==> src/sac_pkg.sv <==
// Constants and types shared by the converter control block
package sac_pkg;
	localparam int RES_W = 10;
	localparam int IDX_W = 4;
	localparam int BYTE_W = 8;
	localparam int APB_AW = 8;
	localparam int APB_DW = 32;

	localparam logic [APB_AW-1:0] OFS_CTRL   = 8'h00;
	localparam logic [APB_AW-1:0] OFS_STATUS = 8'h04;
	localparam logic [APB_AW-1:0] OFS_RES_HI = 8'h08;
	localparam logic [APB_AW-1:0] OFS_RES_LO = 8'h0C;

	localparam int CTRL_ON    = 0;
	localparam int CTRL_GO    = 1;
	localparam int CTRL_REFX  = 2;
	localparam int CTRL_FMT   = 3;
	localparam int CTRL_RCSEL = 4;
	localparam int CTRL_IE    = 5;
	localparam int STAT_DONE  = 0;
	localparam int STAT_BUSY  = 1;
	localparam int STAT_HALT  = 2;
	localparam int STAT_WAKE  = 3;

	localparam logic [BYTE_W-1:0] RESULT_RESET = 8'h00;
	localparam logic [3:0]        CNT_RESET    = 4'h0;

	localparam int CLK_PERIOD_PS  = 5000;
	localparam int INSTR_CYCLE_NS = 20;
	localparam int BIT_TIME_NS    = 40;
	localparam int INSTR_CYCLES   = (INSTR_CYCLE_NS * 1000 + CLK_PERIOD_PS - 1) / CLK_PERIOD_PS;
	localparam int BIT_CYCLES     = (BIT_TIME_NS * 1000 + CLK_PERIOD_PS - 1) / CLK_PERIOD_PS;

	typedef enum logic [2:0] {
		SAC_IDLE  = 3'b001,
		SAC_DELAY = 3'b010,
		SAC_CONV  = 3'b100
	} sac_state_e;
endpackage

==> src/sac_sar_if.sv <==
// Link between the control sequencer and the approximation register
`timescale 1ns/10ps
`default_nettype none
interface sac_sar_if
	import sac_pkg::*;
();
	logic             start;
	logic             abort;
	logic             tick;
	logic             comp;
	logic             busy;
	logic             done;
	logic [RES_W-1:0] trial;
	logic [RES_W-1:0] result;

	modport ctrl (output start, output abort, output tick, output comp,
		input busy, input done, input trial, input result);
	modport sar (input start, input abort, input tick, input comp,
		output busy, output done, output trial, output result);
endinterface
`default_nettype wire

==> src/sac_ctrl.sv <==
// APB-controlled sequencer for a 10-bit SAR converter
// What this block does
// - Ten-bit successive approximation result in result pair
// - Software picks internal or external reference
// - Converter enabled only while converter_on is one
// - Writing go one starts a conversion
// - Completion clears go, sets flag, stores result
// - Clearing go aborts, partial result with filled bits
// - Reset restores registers, converter off, conversion ends
// - Sleep running only on RC clock, extra delay
// - Completion in sleep with interrupt enabled wakes
// - Completion in sleep, interrupt off, converter off
// - Sleep on other clock aborts, turns off
// - Capture trigger sets go and clears timer
// - Left format: result bits 9..2 in high
// - Left format: bits 1..0 top of low
//
// Added by the designer: the placing of the registers and register access over APB.
`timescale 1ns/10ps
`default_nettype none
module sac_ctrl
	import sac_pkg::*;
(
	input  wire logic              clk_i,
	input  wire logic              rstn_i,
	input  wire logic [APB_AW-1:0] paddr_i,
	input  wire logic              psel_i,
	input  wire logic              penable_i,
	input  wire logic              pwrite_i,
	input  wire logic [APB_DW-1:0] pwdata_i,
	output logic      [APB_DW-1:0] prdata_o,
	output logic                   pready_o,
	output logic                   pslverr_o,
	input  wire logic              trigger_i,
	input  wire logic              sleep_i,
	input  wire logic              rc_clk_i,
	input  wire logic              comp_i,
	output logic                   core_enable_o,
	output logic                   ref_external_o,
	output logic                   sample_hold_o,
	output logic      [RES_W-1:0]  trial_code_o,
	output logic                   timer_reset_o,
	output logic                   wake_o,
	output logic                   done_flag_o
);
	typedef struct packed {
		sac_state_e        state;
		logic              on;
		logic              go;
		logic              refx;
		logic              fmt;
		logic              rcsel;
		logic              ie;
		logic              flag;
		logic              halted;
		logic              wake;
		logic              discard;
		logic              rc_prev;
		logic [3:0]        cnt;
		logic [BYTE_W-1:0] res_hi;
		logic [BYTE_W-1:0] res_lo;
		logic [APB_DW-1:0] prdata;
		logic              pready;
		logic              pslverr;
		logic              timer_reset;
		logic              core_en;
		logic              sh;
		logic [RES_W-1:0]  trial;
	} sac_ctrl_s;

	sac_ctrl_s         r;
	sac_ctrl_s         next_r;
	sac_sar_if         sar_if ();
	logic [1:0]        sync_q;
	logic              rc_sync;
	logic              rc_edge;
	logic              wr;
	logic              rd_phase;
	logic              mapped;
	logic [APB_DW-1:0] rd_data;
	logic              sw_go_set;
	logic              sw_go_clr;
	logic              can_start;
	logic              sleep_kill;
	logic              store;
	logic [BYTE_W-1:0] new_hi;
	logic [BYTE_W-1:0] new_lo;

	// Comparator and RC oscillator come from the analog side
	sac_sync #(
		.W (2)
	) u_sync (
		.clk_i  (clk_i),
		.rstn_i (rstn_i),
		.d_i    ({rc_clk_i, comp_i}),
		.q_o    (sync_q)
	);

	sac_sar u_sar (
		.clk_i  (clk_i),
		.rstn_i (rstn_i),
		.sar    (sar_if.sar)
	);

	assign rc_sync   = sync_q[1];
	assign rc_edge   = rc_sync && !r.rc_prev;
	assign sar_if.comp = sync_q[0];

	// One wait state: pready rises in the second access cycle
	assign wr       = psel_i && penable_i && r.pready && pwrite_i;
	assign rd_phase = psel_i && penable_i && !r.pready;
	assign mapped   = (paddr_i == OFS_CTRL) || (paddr_i == OFS_STATUS) ||
		(paddr_i == OFS_RES_HI) || (paddr_i == OFS_RES_LO);

	always_comb begin
		rd_data = '0;
		unique case (paddr_i)
			OFS_CTRL: begin
				rd_data[CTRL_ON]    = r.on;
				rd_data[CTRL_GO]    = r.go;
				rd_data[CTRL_REFX]  = r.refx;
				rd_data[CTRL_FMT]   = r.fmt;
				rd_data[CTRL_RCSEL] = r.rcsel;
				rd_data[CTRL_IE]    = r.ie;
			end
			OFS_STATUS: begin
				rd_data[STAT_DONE] = r.flag;
				rd_data[STAT_BUSY] = (r.state != SAC_IDLE);
				rd_data[STAT_HALT] = r.halted;
				rd_data[STAT_WAKE] = r.wake;
			end
			OFS_RES_HI: rd_data[BYTE_W-1:0] = r.res_hi;
			OFS_RES_LO: rd_data[BYTE_W-1:0] = r.res_lo;
			default: rd_data = '0;
		endcase
	end

	// Result layout is chosen when the result lands, not when it is read
	always_comb begin
		if (!r.fmt) begin
			new_hi = sar_if.result[RES_W-1:2];
			new_lo = {sar_if.result[1:0], 6'h00};
		end else begin
			new_hi = {6'h00, sar_if.result[RES_W-1:BYTE_W]};
			new_lo = sar_if.result[BYTE_W-1:0];
		end
	end

	assign sw_go_set  = wr && (paddr_i == OFS_CTRL) && pwdata_i[CTRL_GO];
	assign sw_go_clr  = wr && (paddr_i == OFS_CTRL) && !pwdata_i[CTRL_GO];
	// Go is honoured only once the converter is already on
	assign can_start  = r.on && !r.halted;
	assign sleep_kill = sleep_i && !r.rcsel && r.on;
	assign store      = sar_if.done && !r.discard;

	always_comb begin
		next_r = r;
		next_r.timer_reset = 1'b0;
		next_r.pready = rd_phase;
		next_r.rc_prev = rc_sync;
		sar_if.start = 1'b0;
		sar_if.abort = 1'b0;
		sar_if.tick = 1'b0;
		if (rd_phase) begin
			next_r.prdata = rd_data;
			next_r.pslverr = !mapped;
		end

		if (wr) begin
			unique case (paddr_i)
				OFS_CTRL: begin
					next_r.on    = pwdata_i[CTRL_ON];
					next_r.refx  = pwdata_i[CTRL_REFX];
					next_r.fmt   = pwdata_i[CTRL_FMT];
					next_r.rcsel = pwdata_i[CTRL_RCSEL];
					next_r.ie    = pwdata_i[CTRL_IE];
					if (sw_go_set && can_start) begin
						next_r.go = 1'b1;
					end else if (sw_go_clr) begin
						next_r.go = 1'b0;
					end
				end
				OFS_STATUS: begin
					if (pwdata_i[STAT_DONE]) begin
						next_r.flag = 1'b0;
					end
				end
				OFS_RES_HI: next_r.res_hi = pwdata_i[BYTE_W-1:0];
				OFS_RES_LO: next_r.res_lo = pwdata_i[BYTE_W-1:0];
				default: next_r.flag = r.flag;
			endcase
		end

		if (trigger_i) begin
			next_r.timer_reset = 1'b1;
			if (can_start && r.state == SAC_IDLE) begin
				next_r.go = 1'b1;
			end
		end

		unique case (r.state)
			SAC_IDLE: begin
				next_r.cnt = CNT_RESET;
				if (r.go && can_start && !sleep_kill) begin
					if (r.rcsel) begin
						next_r.state = SAC_DELAY;
					end else begin
						next_r.state = SAC_CONV;
						sar_if.start = 1'b1;
					end
				end else if (r.go) begin
					next_r.go = 1'b0;
				end
			end
			SAC_DELAY: begin
				// The extra instruction lets the sleep command execute first
				if (!r.go || !r.on || sleep_kill) begin
					next_r.state = SAC_IDLE;
					next_r.go = 1'b0;
				end else if (r.cnt == 4'(INSTR_CYCLES - 1)) begin
					next_r.cnt = CNT_RESET;
					next_r.state = SAC_CONV;
					sar_if.start = 1'b1;
				end else begin
					next_r.cnt = r.cnt + 4'h1;
				end
			end
			SAC_CONV: begin
				if (sar_if.done) begin
					next_r.state = SAC_IDLE;
					next_r.discard = 1'b0;
					next_r.cnt = CNT_RESET;
				end else if (sar_if.busy) begin
					if (sleep_kill || !r.on) begin
						sar_if.abort = 1'b1;
						next_r.discard = 1'b1;
						next_r.go = 1'b0;
					end else if (!r.go) begin
						sar_if.abort = 1'b1;
					end else if (r.rcsel) begin
						sar_if.tick = rc_edge;
					end else if (r.cnt == 4'(BIT_CYCLES - 1)) begin
						sar_if.tick = 1'b1;
						next_r.cnt = CNT_RESET;
					end else begin
						next_r.cnt = r.cnt + 4'h1;
					end
				end
			end
			default: next_r.state = SAC_IDLE;
		endcase

		// Hardware result wins over a software write in the same cycle
		if (store) begin
			next_r.go = 1'b0;
			next_r.flag = 1'b1;
			next_r.res_hi = new_hi;
			next_r.res_lo = new_lo;
			if (sleep_i && r.rcsel) begin
				if (r.ie) begin
					next_r.wake = 1'b1;
				end else begin
					next_r.halted = 1'b1;
				end
			end
		end

		if (sleep_kill) begin
			next_r.halted = 1'b1;
		end
		if (!sleep_i) begin
			next_r.halted = 1'b0;
			next_r.wake = 1'b0;
		end

		next_r.core_en = next_r.on && !next_r.halted;
		next_r.sh = next_r.core_en && (next_r.state != SAC_CONV);
		next_r.trial = sar_if.trial;
	end

	always_ff @(posedge clk_i or negedge rstn_i) begin
		if (!rstn_i) begin
			// Everything returns to off, any conversion is dropped
			r <= '0;
			r.state <= SAC_IDLE;
			r.res_hi <= RESULT_RESET;
			r.res_lo <= RESULT_RESET;
		end else begin
			r <= next_r;
		end
	end

	assign prdata_o       = r.prdata;
	assign pready_o       = r.pready;
	assign pslverr_o      = r.pslverr;
	assign core_enable_o  = r.core_en;
	assign ref_external_o = r.refx;
	assign sample_hold_o  = r.sh;
	assign trial_code_o   = r.trial;
	assign timer_reset_o  = r.timer_reset;
	assign wake_o         = r.wake;
	assign done_flag_o    = r.flag;

	logic              flag_clr;
	logic [BYTE_W-1:0] chk_hi;
	logic [1:0]        chk_lo;
	assign flag_clr = wr && (paddr_i == OFS_STATUS) && pwdata_i[STAT_DONE];
	assign chk_hi   = sar_if.result[RES_W-1:2];
	assign chk_lo   = sar_if.result[1:0];
endmodule
`default_nettype wire

==> src/sac_sar.sv <==
// Successive-approximation register with partial-result abort
`timescale 1ns/10ps
`default_nettype none
module sac_sar
	import sac_pkg::*;
(
	input  wire logic clk_i,
	input  wire logic rstn_i,
	sac_sar_if.sar    sar
);
	typedef struct packed {
		logic             busy;
		logic             done;
		logic [IDX_W-1:0] idx;
		logic [RES_W-1:0] acc;
	} sac_sar_s;

	sac_sar_s         r;
	sac_sar_s         next_r;
	logic [RES_W-1:0] below;
	logic [RES_W-1:0] cur_bit;
	logic             last_bit;

	// Bits at or below the bit under trial are still unresolved
	genvar g;
	generate
		for (g = 0; g < RES_W; g++) begin : g_mask
			assign below[g] = (IDX_W'(g) <= r.idx);
		end
	endgenerate
	assign cur_bit = below & ~(below >> 1);

	always_comb begin
		next_r = r;
		next_r.done = 1'b0;
		last_bit = 1'b0;
		if (sar.start) begin
			next_r.busy = 1'b1;
			next_r.idx = IDX_W'(RES_W - 1);
			next_r.acc = '0;
		end else if (r.busy && sar.abort) begin
			// Nothing resolved yet leaves zeros
			if (r.idx != IDX_W'(RES_W - 1)) begin
				last_bit = r.acc[r.idx + IDX_W'(1)];
			end
			next_r.acc = (r.acc & ~below) | (below & {RES_W{last_bit}});
			next_r.busy = 1'b0;
			next_r.done = 1'b1;
		end else if (r.busy && sar.tick) begin
			next_r.acc[r.idx] = sar.comp;
			if (r.idx == '0) begin
				next_r.busy = 1'b0;
				next_r.done = 1'b1;
			end else begin
				next_r.idx = r.idx - IDX_W'(1);
			end
		end
	end

	always_ff @(posedge clk_i or negedge rstn_i) begin
		if (!rstn_i) begin
			r <= '0;
		end else begin
			r <= next_r;
		end
	end

	assign sar.busy   = r.busy;
	assign sar.done   = r.done;
	assign sar.result = r.acc;
	assign sar.trial  = r.busy ? (r.acc | cur_bit) : r.acc;
endmodule
`default_nettype wire

==> src/sac_sync.sv <==
// Two-stage synchroniser for asynchronous inputs
`timescale 1ns/10ps
`default_nettype none
module sac_sync #(
	parameter int W = 1
) (
	input  wire logic         clk_i,
	input  wire logic         rstn_i,
	input  wire logic [W-1:0] d_i,
	output logic      [W-1:0] q_o
);
	typedef struct packed {
		logic [W-1:0] s1;
		logic [W-1:0] s2;
	} sac_sync_s;

	sac_sync_s r;
	sac_sync_s next_r;

	always_comb begin
		next_r.s1 = d_i;
		next_r.s2 = r.s1;
	end

	always_ff @(posedge clk_i or negedge rstn_i) begin
		if (!rstn_i) begin
			r <= '0;
		end else begin
			r <= next_r;
		end
	end

	assign q_o = r.s2;
endmodule
`default_nettype wire
==> config.mk <==
export PLATFORM = sky130hd
export DESIGN_NAME = sac_ctrl
export DESIGN_NICKNAME = d
export VERILOG_FILES = /design/src/sac_pkg.sv /design/src/sac_sar_if.sv /design/src/sac_ctrl.sv /design/src/sac_sar.sv /design/src/sac_sync.sv
export SDC_FILE = /design/constraint.sdc
export NUM_CORES = 1
export LEC_CHECK = 0
export BUFFER_PORTS_ARGS = -buffer_cell sky130_fd_sc_hd__buf_4
export CAP_MARGIN = 30
export CORE_MARGIN = 2
export CORE_UTILIZATION = 45
export DETAILED_ROUTE_END_ITERATION = 8
export HOLD_SLACK_MARGIN = 0.1
export PLACE_DENSITY = 0.68
export SLEW_MARGIN = 20
export SYNTH_ARGS = -nofsm -noshare
export SYNTH_HDL_FRONTEND = slang
export SYNTH_SLANG_ARGS = --single-unit
export TNS_END_PERCENT = 30
==> constraint.sdc <==
create_clock -name clk_i -period 3.35 [get_ports clk_i]
set_input_delay 0.335 -clock clk_i [delete_from_list [all_inputs] [get_ports clk_i]]
set_output_delay 0.335 -clock clk_i [all_outputs]
set_load 0.1 [all_outputs]
==> metrics <==
Design Power 1.828 mW; hold path cells 2; WL final 9.672 mm; sequential area share after synthesis 42.91%; internal power 1.259 mW; CTS Sinks 77; share of cells above drive strength 1 20.70%; top-area cell type share of the netlist area 42.33%; Hold Path End r[74]; delay-heaviest family, CP compound AO/OA/AOI/OAI gates; Setup violations, final 0; Pwr Density 370.6 nW/um^2; Slowest-stage cell, CP dfrtp_1; worst slew pin tran between 700 and 800 ps; Die Y 103.9 microns; most common cell in the netlist dfrtp_1; top cells by count, synth dfrtp_1, buf_4, o21ai_0; flops & latches, synth 77; Mapped Avg Cell Area 9.897 sq um; CTS tree yes; CP Capture Type register; Max Clk Rate 0.4022 GHz; asr flop ratio synth 100.0%; P&R area growth vs syn 9.774%; Switching Share between 30% and 40%; DRC viols 0; Initial Util 46.18%; Final Hold Fails 0; Post-synth EDFFs 0; cell taking the most area after synthesis dfrtp_1; largest net degree at the start of global routing just under 80; TritonCTS Buffers 9; placer congestion estimate 0.8985; final instance area 4932 sq um; clock latency on the worst-skew pair 360 ps; R2R Path End u_sar.sar.result[2]; IO Pins 99; Vias 3364; reg2reg setup slack around 860 ps; Wirelength per Cell approximately 16 microns; Final ANT Viol Nets 0; Seq pwr share about 52%; Clk pin slew, worst setup/hold paths roughly 90 ps; Reg-to-Reg Start u_sar.r[10]; crit share post-route 74.21%; die width between 100 and 150 microns; number of global-route vias before repair approximately 3200; leakage 2.247 nW; HP Start pwdata_i[3]; vias per cell ~5.5; synth top area cells dfrtp_1, buf_4, mux2i_1; arrival time worst endpoint 2750 ps; Hold WC Path Type in2reg; worst rel slew slack about half; first-pass GRT wire length 16.07 mm; cell row count 36; Max stage delay on crit path 620 ps; min Tclk post-route between 2000 and 2500 ps; DR iter-0 viols 171; H-tree Lvls 3; fin. max-slew vios 0; synth unique cells 69; Initial DRT Pass Iterations 5; n_diodes 0; CP cell instances inv_1, ha_1, mux4_2, mux2i_1, o21ai_2, a22oi_1, a311oi_1; total gr overflow 0; antenna violations before repair 0; RSZ-0062 raised after global routing no; Clk Tree Root Cell clkbuf_8; Max clock buf depth 2; Sw Pwr 0.5695 mW; post-DP HPWL 6.838 mm; Max VDD drop 205.1 uV; Syn Inst Count 454; critical path class reg2reg; cell area after synthesis 4493 sq um; combinational share of power 12.4%; fin nets 532; max_cap viols 0; TNS Setup 0 ps; core area about 9700 sq um; Area after DPL roughly 4700 sq um; crit-path max FO 13; predominant post-synthesis flop cell dfrtp_1; Yosys Warn Count 0; Critical Path RT 3610 ps; status finished, final reports clean; GRT Overall Usage 18.37%; Clk pwr share 35.9%; Worst Setup Start Kind register; Die ar. 10800 sq um; PortBufs 50; Buf/Inv on CP 1; Setup Skew 11.67 ps; FF-to-FF path depth 7
[cell usage in the layout, fill, tap and decap left out, types with 6 or more instances in the layout]
cell,n
nor2_1,26
dfrtp_1,76
a211oi_1,6
a31o_2,6
a21oi_1,15
conb_1,24
nand2b_1,9
buf_4,52
mux2i_1,30
inv_1,18
clkbuf_8,9
a22o_1,6
o21ai_0,34
nor2b_1,8
nand3_1,19
nand2_1,32
nand3b_1,7
mux4_2,6
[power by group through the flow]
stage	clock [mW]	sequential, mW	combinational (mW)
floorplan	0	0.971	0.181
global placement	0	0.962	0.221
detailed placement	0	0.963	0.222
CTS	0.675	0.944	0.225
global route	0.713	0.946	0.239
finish	0.657	0.944	0.227
[timing repair]
action / CTS / global route
setup buffers: 0 / 0
hold endpoints to repair: 3 / 32
resized for setup: 0 / 0
hold buffers: 3 / 1
[per-stage QoR]
stage | utilization (%) | cells | setup WS [ps] | hold slack [ps]
final | 50.69 | 616 | 864.0 | 216.7
after global routing | 50.69 | 616 | 649.0 | 205.4
after CTS | 50.39 | 614 | 836.5 | 161.6
after detailed placement | 48.24 | 595 | 862.2 | 334.7
after global placement | 48.24 | 595 | 937.3 | 335.4
after floorplan | - | 477 | 1091 | 39.41
[kinds of logic after synthesis]
kind of cell	share of synthesized area (%)
AND/OR/NAND/NOR	16.76
other	0.08346
adder cells (fa/ha/maj)	1.392
flip-flops	42.91
AO/OA/AOI/OAI	16.21
XOR/XNOR	0.5849
multiplexers	10.69
buffers and inverters	11.36
[worst max-delay path by stage]
stage / from / to / slack [ps] / cells after the start
after floorplan: pready_o / sample_hold_o / 1090 / 6
after global placement: u_sar.r[10] / u_sar.sar.result[2] / 940 / 7
after detailed placement: u_sar.r[10] / u_sar.sar.result[2] / 860 / 7
after CTS: u_sar.r[10] / u_sar.sar.result[2] / 840 / 7
after global routing: u_sar.r[10] / u_sar.sar.result[2] / 650 / 7
final: u_sar.r[10] / u_sar.sar.result[2] / 860 / 7
[state kept, by name (all words and copies together) (netlist names), 2 cells and up]
name and flops:
r 31, trial_code_o 10, u_sar.sar.result 10, prdata_o 8
u_sar.r 4, u_sync.next_r 2, u_sync.q_o 2
[layer usage]
| layer | vias up | routed length (microns) | GRT usage, % |
|---|---|---|---|
| met1 | 1628 | 4342 | 24.93 |
| met3 | 21 | 514 | 4.010 |
| li1 | 1607 | - | - |
| met5 | - | 0 | 0 |
| met2 | 108 | 4600 | 28.85 |
| met4 | 0 | 216 | 7.143 |
[area by class of cell]
cell class	instances	area [sq um]
clock buffer	9	123.9
clock inverter	7	55.05
timing repair buffer	57	450.4
inverter	18	67.56
fill	908	4797
tap	133	166.4
multi-input combinational	315	2141
sequential	77	1928
Note: power is estimated with default switching activity, not from simulation.
